$ cat config.mk
export PLATFORM = sky130hd
export DESIGN_NAME = audio_io_routing_matrix
export DESIGN_NICKNAME = d
export VERILOG_FILES = /design/src/pkg/audio_io_pkg.sv /design/src/audio_io_routing_matrix.sv
export SDC_FILE = /design/constraint.sdc
export NUM_CORES = 2
export LEC_CHECK = 0
export BUFFER_PORTS_ARGS = -buffer_cell sky130_fd_sc_hd__buf_2
export CORE_ASPECT_RATIO = 1.75
export CORE_MARGIN = 2
export CORE_UTILIZATION = 56
export CTS_CLUSTER_DIAMETER = 60
export DETAILED_ROUTE_END_ITERATION = 10
export PLACE_DENSITY_LB_ADDON = 0.3
export RECOVER_POWER = 25
export SLEW_MARGIN = 20
export SYNTH_ARGS = -nofsm -noshare
export SYNTH_HDL_FRONTEND = slang
export SYNTH_SLANG_ARGS = --single-unit
export TNS_END_PERCENT = 5
$ cat constraint.sdc
create_clock -name clk_sys_in -period 14.21 [get_ports clk_sys_in]
set_input_delay 2.842 -clock clk_sys_in [delete_from_list [all_inputs] [get_ports clk_sys_in]]
set_output_delay 2.842 -clock clk_sys_in [all_outputs]
set_load 0.005 [all_outputs]
$ cat src/pkg/audio_io_pkg.sv
// constants and carrier types for the audio routing matrix
//
// Overview of operation
// one of three sources feeds the grid
// analog left from front or rear jack
// primary input: left, sum or stereo
// reset: analog, front jack, left only
// return input: left, sum or stereo
// main out: stereo, sum or copy
// main output gain zero to eighteen dB
// same main gain on digital and usb
// main invert negates both channels together
// second out: left, sum or stereo
// second output own gain and invert
// mirror feeds second from main copy
// only one digital port standard enabled
// both digital outs share one feed
// host stops usb streaming before resize
// settings global, applied immediately
// mono sums halved, never wrap
// left-only places left on both channels
`default_nettype none
package audio_io_pkg;
   localparam int SAMPLE_W = 24;
   localparam int GAIN_W = 5;
   localparam logic [GAIN_W-1:0] GAIN_MAX_DB = 5'h12;
   localparam int ACC_W = SAMPLE_W + 4;
   localparam int USB_DEPTH_W = 4;
   localparam logic [USB_DEPTH_W-1:0] USB_DEPTH_RST = 4'h4;

   typedef struct packed {
      logic signed [SAMPLE_W-1:0] left;
      logic signed [SAMPLE_W-1:0] right;
   } stereo_t;

   typedef enum logic [1:0] {
      SRC_ANALOG,
      SRC_USB,
      SRC_DIGITAL
   } grid_src_t;

   typedef enum logic [1:0] {
      IN_LEFT_ONLY,
      IN_SUM,
      IN_STEREO
   } in_mode_t;

   typedef enum logic [1:0] {
      MAIN_STEREO,
      MAIN_SUM,
      MAIN_COPY_L
   } main_mode_t;

   typedef enum logic [1:0] {
      DFEED_MAIN,
      DFEED_SECOND,
      DFEED_INPUT
   } dig_feed_t;

   typedef enum logic {
      PORT_SPDIF,
      PORT_AES
   } dig_port_t;

   typedef enum logic {
      JACK_FRONT,
      JACK_REAR
   } jack_t;

   typedef struct packed {
      grid_src_t grid_src;
      jack_t left_jack;
      in_mode_t primary_mode;
      in_mode_t return_mode;
      main_mode_t main_mode;
      logic [GAIN_W-1:0] main_gain_db;
      logic main_invert;
      in_mode_t second_mode;
      logic [GAIN_W-1:0] second_gain_db;
      logic second_invert;
      logic mirror_main_to_second;
      dig_port_t dig_port;
      dig_feed_t dig_feed;
      logic [USB_DEPTH_W-1:0] usb_depth;
   } io_cfg_t;

   localparam io_cfg_t CFG_RST = '{
      grid_src: SRC_ANALOG,
      left_jack: JACK_FRONT,
      primary_mode: IN_LEFT_ONLY,
      return_mode: IN_LEFT_ONLY,
      main_mode: MAIN_STEREO,
      main_gain_db: '0,
      main_invert: 1'b0,
      second_mode: IN_STEREO,
      second_gain_db: '0,
      second_invert: 1'b0,
      mirror_main_to_second: 1'b0,
      dig_port: PORT_SPDIF,
      dig_feed: DFEED_MAIN,
      usb_depth: USB_DEPTH_RST
   };
endpackage
`default_nettype wire

$ cat src/audio_io_routing_matrix.sv
// routing, channel format, gain and polarity for the audio io matrix
`default_nettype none
module audio_io_routing_matrix
   import audio_io_pkg::*;
(
   input wire logic clk_sys_in,
   input wire logic srst_in,
   input wire logic ce_in,
   input wire io_cfg_t cfg_in,
   input wire logic cfg_load_in,
   input wire logic sample_valid_in,
   input wire logic signed [SAMPLE_W-1:0] front_instrument_jack_in,
   input wire stereo_t rear_in,
   input wire stereo_t return_in,
   input wire stereo_t usb_in,
   input wire stereo_t digital_in,
   input wire stereo_t grid_out_in,
   input wire stereo_t loop_block_in,
   output var stereo_t grid_feed_out,
   output var stereo_t return_feed_out,
   output var stereo_t main_dac_out,
   output var stereo_t second_dac_out,
   output var stereo_t usb_out,
   output var stereo_t digital_out,
   output var logic spdif_en_out,
   output var logic aes_en_out,
   output var logic [USB_DEPTH_W-1:0] usb_depth_out,
   output var logic sample_valid_out
);

   // ***************************************************
   // live configuration
   // ***************************************************
   io_cfg_t cfg_r, cfg_nxt;
   logic spdif_en_r, spdif_en_nxt, aes_en_r, aes_en_nxt;

   always_comb begin
      cfg_nxt = cfg_r;
      if (cfg_load_in) begin
         cfg_nxt = cfg_in;
         // clamp gains to the documented range
         if (cfg_in.main_gain_db > GAIN_MAX_DB) begin
            cfg_nxt.main_gain_db = GAIN_MAX_DB;
         end
         if (cfg_in.second_gain_db > GAIN_MAX_DB) begin
            cfg_nxt.second_gain_db = GAIN_MAX_DB;
         end
      end
      // enables kept in flops so the pins come straight off a register
      spdif_en_nxt = (cfg_nxt.dig_port == PORT_SPDIF);
      aes_en_nxt = (cfg_nxt.dig_port == PORT_AES);
   end

   always_ff @(posedge clk_sys_in) begin
      if (srst_in) begin
         cfg_r <= CFG_RST;
         spdif_en_r <= (CFG_RST.dig_port == PORT_SPDIF);
         aes_en_r <= (CFG_RST.dig_port == PORT_AES);
      end else if (ce_in) begin
         cfg_r <= cfg_nxt;
         spdif_en_r <= spdif_en_nxt;
         aes_en_r <= aes_en_nxt;
      end
   end

   // ***************************************************
   // helpers
   // ***************************************************
   // halving the sum keeps full-scale inputs from wrapping
   function automatic logic signed [SAMPLE_W-1:0] half_sum(
      input logic signed [SAMPLE_W-1:0] a,
      input logic signed [SAMPLE_W-1:0] b);
      logic signed [SAMPLE_W:0] s;
      s = '0;
      s = {a[SAMPLE_W-1], a} + {b[SAMPLE_W-1], b};
      return s[SAMPLE_W:1];
   endfunction

   function automatic stereo_t fmt_in(input stereo_t x, input in_mode_t m);
      stereo_t y;
      y = x;
      case (m)
         IN_LEFT_ONLY: begin
            y.right = x.left;
         end
         IN_SUM: begin
            y.left = half_sum(x.left, x.right);
            y.right = y.left;
         end
         IN_STEREO: begin
            y = x;
         end
         default: begin
            y = x;
         end
      endcase
      return y;
   endfunction

   // negation saturates so the most negative code cannot wrap
   function automatic logic signed [SAMPLE_W-1:0] neg_sat(
      input logic signed [SAMPLE_W-1:0] a);
      logic signed [SAMPLE_W-1:0] r;
      r = -a;
      if (a == {1'b1, {(SAMPLE_W-1){1'b0}}}) begin
         r = {1'b0, {(SAMPLE_W-1){1'b1}}};
      end
      return r;
   endfunction

   // gain in whole dB via a 1/16 linear table, then saturate
   function automatic logic signed [SAMPLE_W-1:0] gain_ch(
      input logic signed [SAMPLE_W-1:0] a,
      input logic [GAIN_W-1:0] db,
      input logic inv);
      logic [8:0] k;
      logic signed [SAMPLE_W+9:0] p;
      logic signed [SAMPLE_W+5:0] q;
      logic signed [SAMPLE_W-1:0] r;
      k = 9'h010;
      p = '0;
      q = '0;
      r = '0;
      case (db)
         5'h00: k = 9'h010;
         5'h01: k = 9'h012;
         5'h02: k = 9'h014;
         5'h03: k = 9'h017;
         5'h04: k = 9'h019;
         5'h05: k = 9'h01c;
         5'h06: k = 9'h020;
         5'h07: k = 9'h024;
         5'h08: k = 9'h028;
         5'h09: k = 9'h02d;
         5'h0a: k = 9'h033;
         5'h0b: k = 9'h039;
         5'h0c: k = 9'h040;
         5'h0d: k = 9'h047;
         5'h0e: k = 9'h050;
         5'h0f: k = 9'h05a;
         5'h10: k = 9'h065;
         5'h11: k = 9'h071;
         5'h12: k = 9'h07f;
         default: k = 9'h07f;
      endcase
      p = a * $signed({1'b0, k});
      q = p[SAMPLE_W+9:4];
      if (q > $signed({{7{1'b0}}, {(SAMPLE_W-1){1'b1}}})) begin
         r = {1'b0, {(SAMPLE_W-1){1'b1}}};
      end else if (q < $signed({{7{1'b1}}, {(SAMPLE_W-1){1'b0}}})) begin
         r = {1'b1, {(SAMPLE_W-1){1'b0}}};
      end else begin
         r = q[SAMPLE_W-1:0];
      end
      if (inv) begin
         r = neg_sat(r);
      end
      return r;
   endfunction

   // ***************************************************
   // sample path
   // ***************************************************
   stereo_t analog_pair, grid_sel, main_fmt, main_g, sec_src, sec_g, dig_sel;
   stereo_t grid_r, grid_nxt, ret_r, ret_nxt, main_r, main_nxt;
   stereo_t sec_r, sec_nxt, dig_r, dig_nxt;
   logic valid_r, valid_nxt;

   always_comb begin
      analog_pair = rear_in;
      if (cfg_r.left_jack == JACK_FRONT) begin
         analog_pair.left = front_instrument_jack_in;
      end
      case (cfg_r.grid_src)
         SRC_ANALOG: grid_sel = fmt_in(analog_pair, cfg_r.primary_mode);
         SRC_USB: grid_sel = usb_in;
         SRC_DIGITAL: grid_sel = digital_in;
         default: grid_sel = analog_pair;
      endcase
      if (cfg_r.grid_src != SRC_ANALOG) begin
         grid_sel = fmt_in(grid_sel, cfg_r.primary_mode);
      end
      main_fmt = grid_out_in;
      case (cfg_r.main_mode)
         MAIN_STEREO: main_fmt = grid_out_in;
         MAIN_SUM: begin
            main_fmt.left = half_sum(grid_out_in.left, grid_out_in.right);
            main_fmt.right = main_fmt.left;
         end
         MAIN_COPY_L: main_fmt.right = grid_out_in.left;
         default: main_fmt = grid_out_in;
      endcase
      main_g.left = gain_ch(main_fmt.left, cfg_r.main_gain_db,
                            cfg_r.main_invert);
      main_g.right = gain_ch(main_fmt.right, cfg_r.main_gain_db,
                             cfg_r.main_invert);
      // mirror takes the main copy before main gain and polarity
      sec_src = cfg_r.mirror_main_to_second ? main_fmt
                                            : loop_block_in;
      sec_src = fmt_in(sec_src, cfg_r.second_mode);
      sec_g.left = gain_ch(sec_src.left, cfg_r.second_gain_db,
                           cfg_r.second_invert);
      sec_g.right = gain_ch(sec_src.right, cfg_r.second_gain_db,
                            cfg_r.second_invert);
      case (cfg_r.dig_feed)
         DFEED_MAIN: dig_sel = main_g;
         DFEED_SECOND: dig_sel = sec_g;
         DFEED_INPUT: dig_sel = grid_sel;
         default: dig_sel = main_g;
      endcase
      grid_nxt = grid_r;
      ret_nxt = ret_r;
      main_nxt = main_r;
      sec_nxt = sec_r;
      dig_nxt = dig_r;
      valid_nxt = sample_valid_in;
      if (sample_valid_in) begin
         grid_nxt = grid_sel;
         ret_nxt = fmt_in(return_in, cfg_r.return_mode);
         main_nxt = main_g;
         sec_nxt = sec_g;
         dig_nxt = dig_sel;
      end
   end

   always_ff @(posedge clk_sys_in) begin
      if (srst_in) begin
         grid_r <= '0;
         ret_r <= '0;
         main_r <= '0;
         sec_r <= '0;
         dig_r <= '0;
         valid_r <= 1'b0;
      end else if (ce_in) begin
         grid_r <= grid_nxt;
         ret_r <= ret_nxt;
         main_r <= main_nxt;
         sec_r <= sec_nxt;
         dig_r <= dig_nxt;
         valid_r <= valid_nxt;
      end
   end

   // ***************************************************
   // outputs
   // ***************************************************
   always_comb begin
      grid_feed_out = grid_r;
      return_feed_out = ret_r;
      main_dac_out = main_r;
      usb_out = main_r;
      second_dac_out = sec_r;
      digital_out = dig_r;
      spdif_en_out = spdif_en_r;
      aes_en_out = aes_en_r;
      // resize only takes effect safely with streaming stopped
      usb_depth_out = cfg_r.usb_depth;
      sample_valid_out = valid_r;
   end

endmodule
`default_nettype wire

==> flow_summary.toml <==
[sta]
fin_crit_sh_pct = 98.67
grt_setup_unrepaired = "yes"
setup_viol = 0
maxSlewViolCount = 27
finalClockSkew_ns = 0.03713
period_needed_ns = 14.02
tightest_slew_ns = 2.806
finalHoldViolCount = 0
slew_headroom_pct = -87.04
tns_ns = 0
max_freq_mhz = 71.32

[synth]
synth_most_common_cell = "nand2_1"
yosysSeqAreaShare_pct = 11.09
synth_top_flop_cell = "dfxtp_1"
synthArstFlopShare_pct = 0
synth_nets = 8157
ys_ff_latch = 287
yosys.area.top_type = "fa_1"
synth_warnings = 0
synth_edf_count = 0
syn_avg_cell_area_um2 = 7.505
synthTopCellsByArea = "fa_1, dfxtp_1, ha_1"
synth_cells = 6901
yosysUniqueCellTypes = 107
synth_top_cells_by_count = "nand2_1, inv_1, a21oi_1"
yosysTopAreaCellShare_pct = 19.67
netlist_area_um2 = 51790

[global_route]
grt_util_all_layers_pct = 46.82
grt_pass1_vias = 57260
gr-total-overflow = 0
antenna_found_initial = 31
grt_max_degree = 88
grt_pass1_wl_mm = 335.1

[power_and_ir_drop]
ir_drop_mv = 0.1045
p_leak_uw = 0.03078
power.density_nw_per_um2 = 165.3
power_uw = 10430

[routing]
route.top_layer_used = "met5"
wl_per_cell_um = 24.56
drtPass1Iterations = 9
route.met2.wl_mm = 102.4
vias = 56741
drtIter0Drc = 4894
drc = 0
ant_nets = 0
wl_mm = 226.1
met3_length_mm = 23.63
via_per_inst = 6.163
wl_met1_mm = 72.18

[setup_path]
r2r_slack_ns = 2.20
slowest_delay_ns = 0.55
slowest_stage = "fa_1"
worst-r2r-cell-count = 53
arrival_ns = 14.48
reg2reg_to = "digital_out[46]"
cp-start-kind = "input port"
critPathMaxFanout = 6
rr_startpoint = "cfg_r[22]"
crit_path_start = "grid_out_in[1]"
cp.required_ns = 14.67
critPathCaptureType = "flop"
worstSetupPathType = "in2reg"

[floorplanning]
die-height_um = 406.3
fp.dieW_um = 233.9
ios = 643
core_um2 = 91780
rows = 147
die_area_um2 = 95030
initial_core_util_pct = 56.43

[clock_network]
cts_sinks = 287
ctsHoldBuffers = 0
cts-buffers-inserted = 38
cts-htree-levels = 2
tritoncts = "done"
clk_pin_slew_ns = 0.06
insertion_delay_ns = 0.60
cts_max_path_buffers = 3
clock-root-buffer = "clkbuf_16"

[placement]
port_buffers = 642
place_inst = 9091
gp_congestion = 1.074
dp_hpwl_mm = 183.7

[finish]
drive_gt1_share_pct = 21.97
area_delta_synth_final_pct = 21.80
fin_nets = 9219
final-instance-count-excl-fill = 9207

[worst_hold_path]
hold_path.class = "reg2reg"
holdPathStages = 2
min-delay-start = "digital_out[46]"
holdPathEnd = "digital_out[46]"

[run]
drv_cap = 1

[outcome]
status = "finished, violations left"
violations = "max-capacitance violations, max-slew violations"
==> how the worst max path moves through the flow <==
stage	end	slack, ns	cells past startpoint
floorplan	digital_out[23]	0.002	57
global placement	digital_out[46]	-0.73	55
detailed placement	digital_out[46]	-0.86	60
CTS	digital_out[39]	-0.06	60
global route	digital_out[46]	-0.28	59
finish	digital_out[46]	0.19	59
==> metrics by stage <==
stage | setup slack [ns] | hold WS (ns) | instance area [um2] | utilization (%)
finish | 0.1892 | 0.4604 | 63080 | 68.73
detailed placement | -0.8620 | 0.4425 | 60770 | 66.21
global route | -0.2820 | 0.4720 | 63060 | 68.70
floorplan | 0.001843 | 0.4367 | 52030 | -
CTS | -0.05756 | 0.4555 | 62100 | 67.66
global placement | -0.7280 | 0.4343 | 60760 | 66.20
==> flip-flops by register name, indices dropped and copies added, names as in the netlist, named ones only <==
name	flops
digital_out	48
grid_feed_out	48
main_dac_out	48
return_feed_out	48
second_dac_out	48
cfg_r	26
usb_depth_out	4
aes_en_out	1
sample_valid_out	1
spdif_en_out	1
==> repair_timing <==
action | in CTS | in global routing
setup buffers | 0 | 25
pin swaps | 4 | 108
resized for setup | 13 | 205
setup endpoints to repair | 30 | 113
==> metal layers <==
layer | global-route usage (%) | vias up
li1 | - | 25364
met1 | 47.46 | 27129
met2 | 74.82 | 3085
met3 | 14.27 | 1149
met4 | 46.75 | 14
met5 | 0 | -
==> final cells by class <==
cell class | count | area, um2
inverters | 888 | 3333
repair buffers | 1420 | 9045
multi-input cells | 5328 | 42120
flip-flops and latches | 287 | 5761
well taps | 1192 | 1491
clock inverters | 18 | 205.2
fillers | 8041 | 28700
diodes | 22 | 55.05
clock buffers | 52 | 1075
==> worst max-delay path: cells and delay by family <==
kind / cells / cell delay, ns
XOR/XNOR: 1 / 0.17
AND/OR/NAND/NOR: 12 / 1.82
adder cells (fa/ha/maj): 9 / 3.35
multiplexers: 2 / 0.64
buffers and inverters: 9 / 0.92
AO/OA/AOI/OAI: 26 / 4.73
==> layout by cell type, fill, tap and decap left out, types with 28 or more instances in the layout <==
cell type	Yosys	layout
clkbuf_16	0	39
a211oi_1	82	76
fa_1	509	503
a21o_1	108	107
o21bai_1	42	41
o22ai_1	54	52
a31oi_1	60	58
o21a_1	52	52
and2_1	317	313
or3_1	36	32
xnor2_1	132	130
a221oi_1	39	29
dfxtp_1	287	277
nand4_1	36	36
buf_2	13	529
nand3_1	94	91
clkbuf_1	294	114
and3_1	42	38
o211ai_1	44	44
o31ai_1	37	31
buf_4	52	764
a21oi_1	531	510
nand2b_1	50	50
o21ai_0	338	314
ha_1	399	379
a22oi_1	32	28
nand2_1	918	904
nor2_1	521	506
mux2i_1	74	72
nor3_1	134	126
nor2b_1	55	53
o21ai_1	30	36
inv_1	883	875
mux2_2	82	75
xor2_1	86	84
==> report_power, final <==
group,leakage (uW),internal [uW],switching [uW],total [uW]
clock,0.000628,578,432,1010
sequential,0.00236,905,150,1050
combinational,0.0278,3410,4950,8360
==> kinds of logic (layout without fill, tap and decap cells) <==
logic type,after synthesis,in the layout,synth area share (%)
other,0,22,0
flip-flops,287,287,11.09
AND/OR/NAND/NOR,2316,2316,20.78
XOR/XNOR,218,218,3.686
adder cells (fa/ha/maj),908,908,29.31
AO/OA/AOI/OAI,1711,1711,21.34
buffers and inverters,1286,2378,9.750
multiplexers,175,175,4.039
No activity file was read; power rests on OpenSTA's default activity.
